==> src/rtl/sba_map.vh <==
/*
  Register offsets, field positions, reset values and bus timing for the
  software serial bus access block.
  Assumes a byte-wide configuration access port and a 250 MHz ref_clk.
*/
`ifndef SBA_MAP_VH
`define SBA_MAP_VH

// ----------------------------------------------------------------------
// configuration byte offsets
// ----------------------------------------------------------------------
`define SBA_OFF_DATA 8'hb0
`define SBA_OFF_INDEX 8'hb1
`define SBA_OFF_TARGET 8'hb2
`define SBA_OFF_CTRL 8'hb3

// ----------------------------------------------------------------------
// field positions
// ----------------------------------------------------------------------
`define SBA_TGT_RW_BIT 0
`define SBA_TGT_ADDR_MSB 7
`define SBA_TGT_ADDR_LSB 1
`define SBA_CS_MODE_BIT 7
`define SBA_CS_RSVD6_BIT 6
`define SBA_CS_BUSY_BIT 5
`define SBA_CS_DL_BIT 4
`define SBA_CS_EN_BIT 3
`define SBA_CS_RSVD2_BIT 2
`define SBA_CS_ERR_BIT 1
`define SBA_CS_ROMERR_BIT 0

// ----------------------------------------------------------------------
// reset values and the default EEPROM bus address
// ----------------------------------------------------------------------
`define SBA_RST_DATA 8'h00
`define SBA_RST_INDEX 8'h00
`define SBA_RST_TARGET 8'ha0
`define SBA_RST_CTRL 8'h00
`define SBA_EEPROM_ADDR 7'h50

// ----------------------------------------------------------------------
// timing
// ----------------------------------------------------------------------
`define SBA_CLK_PERIOD_NS 4
`define SBA_BIT_TIME_NS 10000
`define SBA_QTR_CYC (`SBA_BIT_TIME_NS / 4 / `SBA_CLK_PERIOD_NS)
`define SBA_SETTLE_CYC 3

`endif

==> src/rtl/sba_ctrl.v <==
/*
  Software serial bus access control: data, index, target address and
  control/status bytes in configuration space, EEPROM presence strap
  sampling and the automatic register-default download.
  Assumes a byte-wide configuration port in the ref_clk domain, resetn as
  the fundamental reset, and open-drain bus pins resolved outside.
*/
`include "sba_map.vh"

// Functional notes
// - a write to the target address register starts a bus cycle
// - target address register resets to 0xa0
// - target address bits 7:1 give the seven-bit bus address
// - target address bit 0: zero writes one byte, one reads one byte
// - control bit 7 clear sends address and index; set sends address only
// - control bits 6 and 2 read as zero
// - status bit 5 is high while a software cycle runs
// - status bit 4 is high while the EEPROM download runs
// - status bit 3 is set when the strap shows an EEPROM
// - bit 3 enables software bus cycles; the EEPROM download runs whatever its value
// - presence is sampled once after fundamental or global reset
// - software may set bit 3 itself to enable the interface
// - all fields but the target address clear on fundamental reset; control reads 0x00
// - a read cycle leaves its byte in the data register by busy clear
// - status bit 1 flags a failed software cycle; reading clears it
module sba_ctrl #(
  parameter QTR_CYC = `SBA_QTR_CYC,
  parameter DL_BYTES = 8
)(
  input wire ref_clk,
  input wire resetn,
  input wire cfg_wr,
  input wire cfg_rd,
  input wire [7:0] cfg_addr,
  input wire [7:0] cfg_wdata,
  output reg [7:0] cfg_rdata,
  output reg cfg_rvalid,
  input wire eeprom_strap,
  input wire global_reset,
  input wire sda_in,
  output reg sda_out,
  output wire sda_oe,
  output reg scl_out,
  output wire scl_oe,
  output reg dl_valid,
  output reg [7:0] dl_index,
  output reg [7:0] dl_data
);

  localparam integer DL_LAST_I = DL_BYTES - 1;
  localparam [7:0] DL_LAST = DL_LAST_I[7:0];

  // ----------------------------------------------------------------------
  // registers and wires
  // ----------------------------------------------------------------------
  reg [7:0] data_reg;
  reg [7:0] index_reg;
  reg [7:0] target_reg;
  reg mode_reg;
  reg enable_reg;
  reg sw_busy_reg;
  reg dl_active_reg;
  reg sw_err_reg;
  reg rom_err_reg;
  reg dl_wait_reg;
  reg [7:0] dl_idx_reg;
  reg eng_start_reg;
  reg pend_reg;
  reg [1:0] settle_reg;
  reg sda_s1;
  reg sda_s2;
  reg strap_s1;
  reg strap_s2;
  reg global_reset_s1;
  reg global_reset_s2;
  wire eng_busy;
  wire eng_done;
  wire eng_err;
  wire [7:0] eng_rd_data;
  wire sw_go;
  wire dl_go;
  wire ctrl_read;
  wire [7:0] status_byte;

  // ----------------------------------------------------------------------
  // pin synchronisers
  // ----------------------------------------------------------------------
  // the strap, global reset and data line all come from outside ref_clk
  always @(posedge ref_clk)
  begin
    if (!resetn)
    begin
      sda_s1 <= 1'b1;
      sda_s2 <= 1'b1;
      strap_s1 <= 1'b0;
      strap_s2 <= 1'b0;
      global_reset_s1 <= 1'b0;
      global_reset_s2 <= 1'b0;
    end
    else
    begin
      sda_s1 <= sda_in;
      sda_s2 <= sda_s1;
      strap_s1 <= eeprom_strap;
      strap_s2 <= strap_s1;
      global_reset_s1 <= global_reset;
      global_reset_s2 <= global_reset_s1;
    end
  end

  // ----------------------------------------------------------------------
  // decode helpers
  // ----------------------------------------------------------------------
  function hit;
    input [7:0] a;
    input [7:0] off;
    begin
      hit = (a == off);
    end
  endfunction

  // write to target starts cycle
  // refused while either busy bit is up; the byte is still stored during the download, not during a software cycle
  assign sw_go = cfg_wr & hit(cfg_addr, `SBA_OFF_TARGET) & enable_reg &
                 ~sw_busy_reg & ~dl_active_reg & ~eng_busy & ~eng_start_reg;
  assign dl_go = dl_active_reg & ~dl_wait_reg & ~eng_busy & ~eng_start_reg;
  assign ctrl_read = cfg_rd & hit(cfg_addr, `SBA_OFF_CTRL);

  assign status_byte = {mode_reg, 1'b0, sw_busy_reg, dl_active_reg,
                        enable_reg, 1'b0, sw_err_reg, rom_err_reg};

  // ----------------------------------------------------------------------
  // presence strap sampling
  // ----------------------------------------------------------------------
  // waits out the synchroniser after reset so a stale strap is not caught
  always @(posedge ref_clk)
  begin
    if (!resetn)
    begin
      pend_reg <= 1'b1;
      settle_reg <= 2'h0;
    end
    else if (global_reset_s2)
    begin
      pend_reg <= 1'b1;
      settle_reg <= 2'h0;
    end
    else if (pend_reg && !eng_busy && !dl_active_reg)
    begin
      if (settle_reg == `SBA_SETTLE_CYC)
        pend_reg <= 1'b0;
      else
        settle_reg <= settle_reg + 2'h1;
    end
  end

  // ----------------------------------------------------------------------
  // configuration registers
  // ----------------------------------------------------------------------
  always @(posedge ref_clk)
  begin
    if (!resetn)
    begin
      data_reg <= `SBA_RST_DATA;
      index_reg <= `SBA_RST_INDEX;
      target_reg <= `SBA_RST_TARGET;
      mode_reg <= |(`SBA_RST_CTRL & (8'h01 << `SBA_CS_MODE_BIT));
      enable_reg <= 1'b0;
    end
    else
    begin
      if (cfg_wr && hit(cfg_addr, `SBA_OFF_DATA))
        data_reg <= cfg_wdata;
      // read byte lands with busy clear
      if (eng_done && !dl_wait_reg && target_reg[`SBA_TGT_RW_BIT])
        data_reg <= eng_rd_data;
      if (cfg_wr && hit(cfg_addr, `SBA_OFF_INDEX))
        index_reg <= cfg_wdata;
      // target is only written while no software cycle runs so that cycle keeps its address
      if (cfg_wr && hit(cfg_addr, `SBA_OFF_TARGET) && !sw_busy_reg)
        target_reg <= cfg_wdata;
      if (cfg_wr && hit(cfg_addr, `SBA_OFF_CTRL))
      begin
        mode_reg <= cfg_wdata[`SBA_CS_MODE_BIT];
        enable_reg <= cfg_wdata[`SBA_CS_EN_BIT];
      end
      if (pend_reg && settle_reg == `SBA_SETTLE_CYC && !global_reset_s2 && strap_s2 &&
          !eng_busy && !dl_active_reg)
        enable_reg <= 1'b1;
    end
  end

  // ----------------------------------------------------------------------
  // cycle control, download sequencer and status flags
  // ----------------------------------------------------------------------
  always @(posedge ref_clk)
  begin
    if (!resetn)
    begin
      sw_busy_reg <= 1'b0;
      dl_active_reg <= 1'b0;
      dl_wait_reg <= 1'b0;
      dl_idx_reg <= 8'h00;
      eng_start_reg <= 1'b0;
      sw_err_reg <= 1'b0;
      rom_err_reg <= 1'b0;
      dl_valid <= 1'b0;
      dl_index <= 8'h00;
      dl_data <= 8'h00;
    end
    else
    begin
      dl_valid <= 1'b0;
      eng_start_reg <= sw_go | dl_go;
      if (pend_reg && settle_reg == `SBA_SETTLE_CYC && !global_reset_s2 && strap_s2 &&
          !eng_busy && !dl_active_reg)
      begin
        dl_active_reg <= 1'b1;
        dl_idx_reg <= 8'h00;
      end
      if (dl_go)
        dl_wait_reg <= 1'b1;
      if (sw_go)
        sw_busy_reg <= 1'b1;
      else if (eng_done && !dl_wait_reg)
        sw_busy_reg <= 1'b0;
      if (eng_done && dl_wait_reg)
      begin
        dl_wait_reg <= 1'b0;
        if (eng_err)
          dl_active_reg <= 1'b0;
        else
        begin
          dl_valid <= 1'b1;
          dl_index <= dl_idx_reg;
          dl_data <= eng_rd_data;
          if (dl_idx_reg == DL_LAST)
            dl_active_reg <= 1'b0;
          else
            dl_idx_reg <= dl_idx_reg + 8'h01;
        end
      end
      // error set wins over read clear
      if (eng_done && !dl_wait_reg && eng_err)
        sw_err_reg <= 1'b1;
      else if (ctrl_read)
        sw_err_reg <= 1'b0;
      if (eng_done && dl_wait_reg && eng_err)
        rom_err_reg <= 1'b1;
      else if (ctrl_read)
        rom_err_reg <= 1'b0;
    end
  end

  // ----------------------------------------------------------------------
  // read port and idle pin levels
  // ----------------------------------------------------------------------
  // unmapped offsets answer zero so the port always completes
  always @(posedge ref_clk)
  begin
    if (!resetn)
    begin
      cfg_rdata <= 8'h00;
      cfg_rvalid <= 1'b0;
      sda_out <= 1'b0;
      scl_out <= 1'b0;
    end
    else
    begin
      cfg_rvalid <= cfg_rd;
      sda_out <= 1'b0;  // open drain: only ever pulls low
      scl_out <= 1'b0;
      if (!cfg_rd)
        cfg_rdata <= 8'h00;
      else if (hit(cfg_addr, `SBA_OFF_DATA))
        cfg_rdata <= data_reg;
      else if (hit(cfg_addr, `SBA_OFF_INDEX))
        cfg_rdata <= index_reg;
      else if (hit(cfg_addr, `SBA_OFF_TARGET))
        cfg_rdata <= target_reg;
      else if (hit(cfg_addr, `SBA_OFF_CTRL))
        cfg_rdata <= status_byte;
      else
        cfg_rdata <= 8'h00;
    end
  end

  // ----------------------------------------------------------------------
  // bus engine
  // ----------------------------------------------------------------------
  // address from target bits 7:1
  // mode bit drops the index byte
  // download reads always use the default EEPROM address with an index
  sba_twi_engine #(
    .QTR_CYC(QTR_CYC)
  ) u_engine (
    .ref_clk(ref_clk),
    .resetn(resetn),
    .start(eng_start_reg),
    .dev_addr(dl_active_reg ? `SBA_EEPROM_ADDR :
              target_reg[`SBA_TGT_ADDR_MSB:`SBA_TGT_ADDR_LSB]),
    .rd_cmd(dl_active_reg | target_reg[`SBA_TGT_RW_BIT]),
    .addr_only(~dl_active_reg & mode_reg),
    .index_byte(dl_active_reg ? dl_idx_reg : index_reg),
    .wr_byte(data_reg),
    .sda_in(sda_s2),
    .busy(eng_busy),
    .done(eng_done),
    .err(eng_err),
    .rd_data(eng_rd_data),
    .scl_oe(scl_oe),
    .sda_oe(sda_oe)
  );

endmodule

==> src/rtl/sba_twi_engine.v <==
/*
  Two-wire bus master that runs one single-byte cycle per start pulse:
  optional byte index, write or read, with a stop at the end.
  Assumes open-drain pins resolved outside and sda_in already synchronised.
*/
`include "sba_map.vh"

module sba_twi_engine #(
  parameter QTR_CYC = `SBA_QTR_CYC
)(
  input wire ref_clk,
  input wire resetn,
  input wire start,
  input wire [6:0] dev_addr,
  input wire rd_cmd,
  input wire addr_only,
  input wire [7:0] index_byte,
  input wire [7:0] wr_byte,
  input wire sda_in,
  output reg busy,
  output reg done,
  output reg err,
  output reg [7:0] rd_data,
  output reg scl_oe,
  output reg sda_oe
);

  localparam [2:0] ST_IDLE = 3'h0;
  localparam [2:0] ST_FETCH = 3'h1;
  localparam [2:0] ST_START = 3'h2;
  localparam [2:0] ST_BYTE = 3'h3;
  localparam [2:0] ST_STOP = 3'h4;
  localparam [2:0] ST_FIN = 3'h5;
  localparam [1:0] OP_START = 2'h0;
  localparam [1:0] OP_WRITE = 2'h1;
  localparam [1:0] OP_READ = 2'h2;
  localparam [1:0] OP_STOP = 2'h3;
  localparam integer QTR_LOAD_I = QTR_CYC - 1;
  localparam [15:0] QTR_LOAD = QTR_LOAD_I[15:0];

  reg [2:0] state_reg;
  reg [2:0] step_reg;
  reg [1:0] qtr_reg;
  reg [3:0] bitn_reg;
  reg [8:0] sh_reg;
  reg [7:0] rx_reg;
  reg [15:0] tcnt_reg;
  reg [6:0] addr_l;
  reg rd_l;
  reg ao_l;
  reg [7:0] idx_l;
  reg [7:0] wd_l;
  reg rd_mode_reg;
  wire tick;
  wire [3:0] op;
  reg [7:0] sel_byte;

  // op list: {opcode, byte select}; select 0 addr+write, 1 addr+read, 2 index, 3 data
  function [3:0] op_at;
    input [2:0] s;
    input r;
    input ao;
    begin
      case ({ao, r, s})
        5'b00_000, 5'b01_000, 5'b10_000, 5'b11_000: op_at = {OP_START, 2'h0};
        5'b00_001, 5'b01_001, 5'b10_001: op_at = {OP_WRITE, 2'h0};
        5'b00_010, 5'b01_010: op_at = {OP_WRITE, 2'h2};
        5'b00_011, 5'b10_010: op_at = {OP_WRITE, 2'h3};
        5'b01_011: op_at = {OP_START, 2'h0};
        5'b01_100, 5'b11_001: op_at = {OP_WRITE, 2'h1};
        5'b01_101, 5'b11_010: op_at = {OP_READ, 2'h0};
        default: op_at = {OP_STOP, 2'h0};
      endcase
    end
  endfunction

  assign op = op_at(step_reg, rd_l, ao_l);
  assign tick = (tcnt_reg == 16'h0000);

  // byte chosen by the current op
  always @*
  begin
    case (op[1:0])
      2'h0: sel_byte = {addr_l, 1'b0};
      2'h1: sel_byte = {addr_l, 1'b1};
      2'h2: sel_byte = idx_l;
      default: sel_byte = wd_l;
    endcase
  end

  // quarter-bit sequencer; every pin change lands on a quarter boundary
  always @(posedge ref_clk)
  begin
    if (!resetn)
    begin
      state_reg <= ST_IDLE;
      step_reg <= 3'h0;
      qtr_reg <= 2'h0;
      bitn_reg <= 4'h0;
      sh_reg <= 9'h1ff;
      rx_reg <= 8'h00;
      tcnt_reg <= 16'h0000;
      addr_l <= 7'h00;
      rd_l <= 1'b0;
      ao_l <= 1'b0;
      idx_l <= 8'h00;
      wd_l <= 8'h00;
      rd_mode_reg <= 1'b0;
      busy <= 1'b0;
      done <= 1'b0;
      err <= 1'b0;
      rd_data <= 8'h00;
      scl_oe <= 1'b0;
      sda_oe <= 1'b0;
    end
    else
    begin
      done <= 1'b0;
      tcnt_reg <= tick ? QTR_LOAD : tcnt_reg - 16'h0001;
      case (state_reg)
        ST_IDLE:
        begin
          if (start)
          begin
            addr_l <= dev_addr;
            rd_l <= rd_cmd;
            ao_l <= addr_only;
            idx_l <= index_byte;
            wd_l <= wr_byte;
            step_reg <= 3'h0;
            err <= 1'b0;
            busy <= 1'b1;
            state_reg <= ST_FETCH;
          end
        end
        ST_FETCH:
        begin
          // restart the quarter timer so each phase is full length
          tcnt_reg <= QTR_LOAD;
          qtr_reg <= 2'h0;
          bitn_reg <= 4'h0;
          rd_mode_reg <= (op[3:2] == OP_READ);
          sh_reg <= (op[3:2] == OP_WRITE) ? {sel_byte, 1'b1} : 9'h1ff;
          case (op[3:2])
            OP_START: state_reg <= ST_START;
            OP_STOP: state_reg <= ST_STOP;
            default: state_reg <= ST_BYTE;
          endcase
        end
        ST_START:
        begin
          if (tick)
          begin
            qtr_reg <= qtr_reg + 2'h1;
            case (qtr_reg)
              2'h0: sda_oe <= 1'b0;
              2'h1: scl_oe <= 1'b0;
              2'h2: sda_oe <= 1'b1;
              default:
              begin
                scl_oe <= 1'b1;
                step_reg <= step_reg + 3'h1;
                state_reg <= ST_FETCH;
              end
            endcase
          end
        end
        ST_BYTE:
        begin
          if (tick)
          begin
            qtr_reg <= qtr_reg + 2'h1;
            case (qtr_reg)
              2'h0: sda_oe <= ~sh_reg[8];
              2'h1: scl_oe <= 1'b0;
              2'h2:
              begin
                if (bitn_reg != 4'h8)
                  rx_reg <= {rx_reg[6:0], sda_in};
                else if (!rd_mode_reg && sda_in)
                  err <= 1'b1;  // no acknowledge from the target
              end
              default:
              begin
                scl_oe <= 1'b1;
                sh_reg <= {sh_reg[7:0], 1'b1};
                bitn_reg <= bitn_reg + 4'h1;
                if (bitn_reg == 4'h8)
                begin
                  step_reg <= step_reg + 3'h1;
                  // a failed acknowledge skips straight to the stop
                  state_reg <= err ? ST_STOP : ST_FETCH;
                end
              end
            endcase
          end
        end
        ST_STOP:
        begin
          if (tick)
          begin
            qtr_reg <= qtr_reg + 2'h1;
            case (qtr_reg)
              2'h0: sda_oe <= 1'b1;
              2'h1: scl_oe <= 1'b0;
              2'h2: sda_oe <= 1'b0;
              default: state_reg <= ST_FIN;
            endcase
          end
        end
        ST_FIN:
        begin
          rd_data <= rx_reg;
          busy <= 1'b0;
          done <= 1'b1;
          state_reg <= ST_IDLE;
        end
        default: state_reg <= ST_IDLE;
      endcase
    end
  end

endmodule

==> config.mk <==
export PLATFORM = sky130hd
export DESIGN_NAME = sba_ctrl
export DESIGN_NICKNAME = d
export VERILOG_FILES = /design/src/rtl/sba_ctrl.v /design/src/rtl/sba_twi_engine.v
export VERILOG_INCLUDE_DIRS = /design/src /design/src/rtl
export SDC_FILE = /design/constraint.sdc
export NUM_CORES = 1
export LEC_CHECK = 0
export CORE_MARGIN = 4
export CORE_UTILIZATION = 60
export DETAILED_ROUTE_END_ITERATION = 12
export DONT_BUFFER_PORTS = 1
export GPL_ROUTABILITY_DRIVEN = 1
export PLACE_DENSITY = 0.86
export SETUP_SLACK_MARGIN = 0.02
export SKIP_LAST_GASP = 1
export SYNTH_ARGS = -nofsm -noshare
export SYNTH_HDL_FRONTEND = slang
export SYNTH_SLANG_ARGS = --single-unit
export TNS_END_PERCENT = 100
==> constraint.sdc <==
create_clock -name ref_clk -period 3.09 [get_ports ref_clk]
set_clock_uncertainty 0.1 [all_clocks]
set_input_delay 0.618 -clock ref_clk [delete_from_list [all_inputs] [get_ports ref_clk]]
set_output_delay 0.618 -clock ref_clk [all_outputs]
set_load 0.1 [all_outputs]
==> flow_metrics.py <==
metrics = {
    "sta": {
        "tightestPinTransition_ps": 1010,
        "rsz_0062_raised_after_global_routing": "false",
        "report.final.slew_viol_count": 0,
        "max_transition_margin_pct": 32.5,
        "hold_worst_slack_ps": 158,
        "fin_setup_tns_ps": 0,
        "finalCritPeriodShare_pct": 85.7,
        "report.final.hold_viol_count": 0,
        "min_period_ps": 2650,
        "setup_viol": 0,
        "achievable-frequency_ghz": 0.378,
    },
    "worst_setup_path": {
        "cp_slowest_cell": "sky130_fd_sc_hd__and4_1",
        "cp.arrival_ps": 2900,
        "biggest_fanout_along_the_worst_timing_path": 18,
        "timing.critical_path.buf_inv": 1,
        "required_ps": 3350,
        "crit_path_max_incr_delay_ps": 510,
        "path_cells": "inv_1 > ha_1 > nor4b_2 > and4_1 > a31oi_2 > or3_1 > a21oi_1",
        "worstSetupPathType": "reg2reg",
        "cp_top_family": "simple AND/OR/NAND/NOR gates",
        "endpoint_kind": "register",
        "cp-start-kind": "register",
    },
    "layout": {
        "nNetsFinal": 842,
        "fillCellCount": 846,
        "insertedDiodeCount": 0,
        "share_of_layout_cells_above_drive_strength_1_pct": 8.38,
        "syn2layout_area_growth_pct": 9.18,
        "largest_reg_flops": 16,
    },
    "clock_network": {
        "clk_pin_slew_worst_paths_ps": 70,
        "postCtsSetupRepairBufs": 0,
        "cts.repair.resized": 0,
        "tritoncts_clock_tree": "built",
        "clk_path_buf_depth": 2,
        "cts-htree-levels": 4,
        "cts_hold_buf": 0,
        "cts_sinks": 158,
        "cts-root-buf": "sky130_fd_sc_hd__clkbuf_16",
        "worst_skew_pair.late_latency_ps": 430,
        "cts_inserted_buffers": 17,
    },
    "floorplan": {
        "fp.coreArea_mm2": 0.0116,
        "die_area_mm2": 0.0138,
        "floorplan.die.height_um": 117,
        "chipWidth_um": 117,
        "top_level_ports": 53,
        "initial_utilization_pct": 62.1,
        "std_cell_rows": 39,
    },
    "synthesis": {
        "seq_area_frac_synth_pct": 44.0,
        "ys_dominant_reg_cell": "sky130_fd_sc_hd__dfxtp_1",
        "synth.most_common_cell": "sky130_fd_sc_hd__dfxtp_1",
        "synth.lib_cells_used.distinct": 71,
        "syn-instance-count": 819,
        "yosys-top-cells-area": "sky130_fd_sc_hd__dfxtp_1, sky130_fd_sc_hd__mux2i_1, sky130_fd_sc_hd__nand2_1",
        "edff_count_synth": 0,
        "netlist_top_cells_count": "sky130_fd_sc_hd__dfxtp_1, sky130_fd_sc_hd__nand2_1, sky130_fd_sc_hd__nor2_1",
        "postSynth.asyncResetShare_pct": 0,
        "synthesis.area_per_instance_um2": 8.77,
        "synthesis.area_mm2": 0.00719,
        "count_of_yosys_warnings_during_synthesis": 0,
        "synthDominantCellAreaShare_pct": 44.0,
        "synth-seq-cells": 158,
        "synth_top_area_cell": "sky130_fd_sc_hd__dfxtp_1",
    },
    "route": {
        "avgRoutedWirePerCell_um": 18.1,
        "finalWirelength_mm": 17.2,
        "post_dr_vias_cell": 6.22,
        "detailed_routing_iteration_count_for_the_pre_antenna_repair_pass": 5,
        "antenna_left": 0,
        "drcViolationCount": 0,
        "vias_post_dr": 5934,
        "initial_drt_markers": 592,
    },
    "placed_design": {
        "place_hpwl_mm": 12.0,
        "place.port_buffers": 0,
        "globalplace.congestion": 0.915,
    },
    "power": {
        "peakVddDrop_v": 0.000511,
        "leakagePower_uw": 0.00289,
        "report.power.total_uw": 5700,
        "cellPowerDensity_mw_per_mm2": 726,
    },
    "global_routing": {
        "grt_first_pass_wirelength_mm": 28.5,
        "pin_count_of_the_biggest_net_entering_global_routing": 51,
        "number_of_antenna_violations_at_the_first_check_in_global_routing": 0,
        "grt_pass1_vias": 5818,
        "total_grt_usage_pct": 25.1,
        "grt_overflow": 0,
    },
    "run_status": {
        "run_status": "finished, final reports clean",
    },
    "worst_hold_path": {
        "worstHoldPathType": "in2reg",
    },
    "flow_run": {
        "drv_cap": 0,
    },
}
cells by family after synthesis:
logic type | after synthesis | synth area share [%]
AOI/OAI and AO/OA | 159 | 14.5
xor gates and xnor gates | 18 | 2.19
adders and majority gates | 21 | 3.66
buffers and inverters | 75 | 4.25
DFF | 158 | 44.0
muxes | 52 | 8.32
other | 1 | 0.0522
and+or+nand+nor | 335 | 23.0
metrics by stage:
stage / utilization (%) / std cells / worst slack (ps) / area, µm²
6_report: 67.8 / 954 / 443 / 7850
5_1_grt: 67.8 / 954 / 260 / 7850
4_1_cts: 67.8 / 954 / 500 / 7850
3_5_place_dp: 62.7 / 922 / 562 / 7250
3_3_place_gp: 62.7 / 922 / 688 / 7250
2_1_floorplan: - / 820 / 790 / 7190
worst paths after layout:
path                            slack (ps)            startpoint  depth (start not counted)              endpoint
worst max register to register         440  u_engine.tcnt_reg[0]                          7  u_engine.bitn_reg[3]
worst max-delay path                   440  u_engine.tcnt_reg[0]                          7  u_engine.bitn_reg[3]
worst min register to register         320                sda_s1                          1                sda_s2
worst min-delay path                   160                resetn                          1         target_reg[5]
cell type report:
type	instances	area [µm²]	area share (%)
clock buffer	18	439	5.60
sequential	158	3160	40.3
multi-input combinational	587	3730	47.5
inverter	23	86.3	1.10
timing repair buffer	11	95.1	1.21
clock inverter	14	155	1.98
tap	143	179	2.28
layout by cell type, fill, tap and decap left out, types with 11 or more instances in the layout:
cell type	n
sky130_fd_sc_hd__o21ai_0	15
sky130_fd_sc_hd__a21oi_1	73
sky130_fd_sc_hd__nor4_1	11
sky130_fd_sc_hd__and2_1	11
sky130_fd_sc_hd__nand3_1	32
sky130_fd_sc_hd__nor3_1	14
sky130_fd_sc_hd__inv_1	22
sky130_fd_sc_hd__a21o_1	11
sky130_fd_sc_hd__xnor2_1	11
sky130_fd_sc_hd__clkbuf_16	17
sky130_fd_sc_hd__dfxtp_1	158
sky130_fd_sc_hd__ha_1	21
sky130_fd_sc_hd__nor2_1	94
sky130_fd_sc_hd__nand3b_1	13
sky130_fd_sc_hd__mux2i_1	44
sky130_fd_sc_hd__nand2_1	99
sky130_fd_sc_hd__a211oi_1	16
report_power, final:
group	switching (µW)	total, µW	internal, µW
registers	230	2430	2200
clock network	864	2090	1220
logic	704	1180	477
total	1800	5700	3900
per-layer routing:
layer  global-route usage [%]  wire length [µm]  part of all wire (%)  up-vias
met5                        0                 0                     0        -
met4                     10.3               286                   1.7        0
met3                     5.77              1090                   6.3       31
met2                     43.1              8740                    51      238
met1                     30.4              7100                    41     2831
li1                         -                 -                     -     2834
Note: power is estimated with default switching activity, not from simulation.
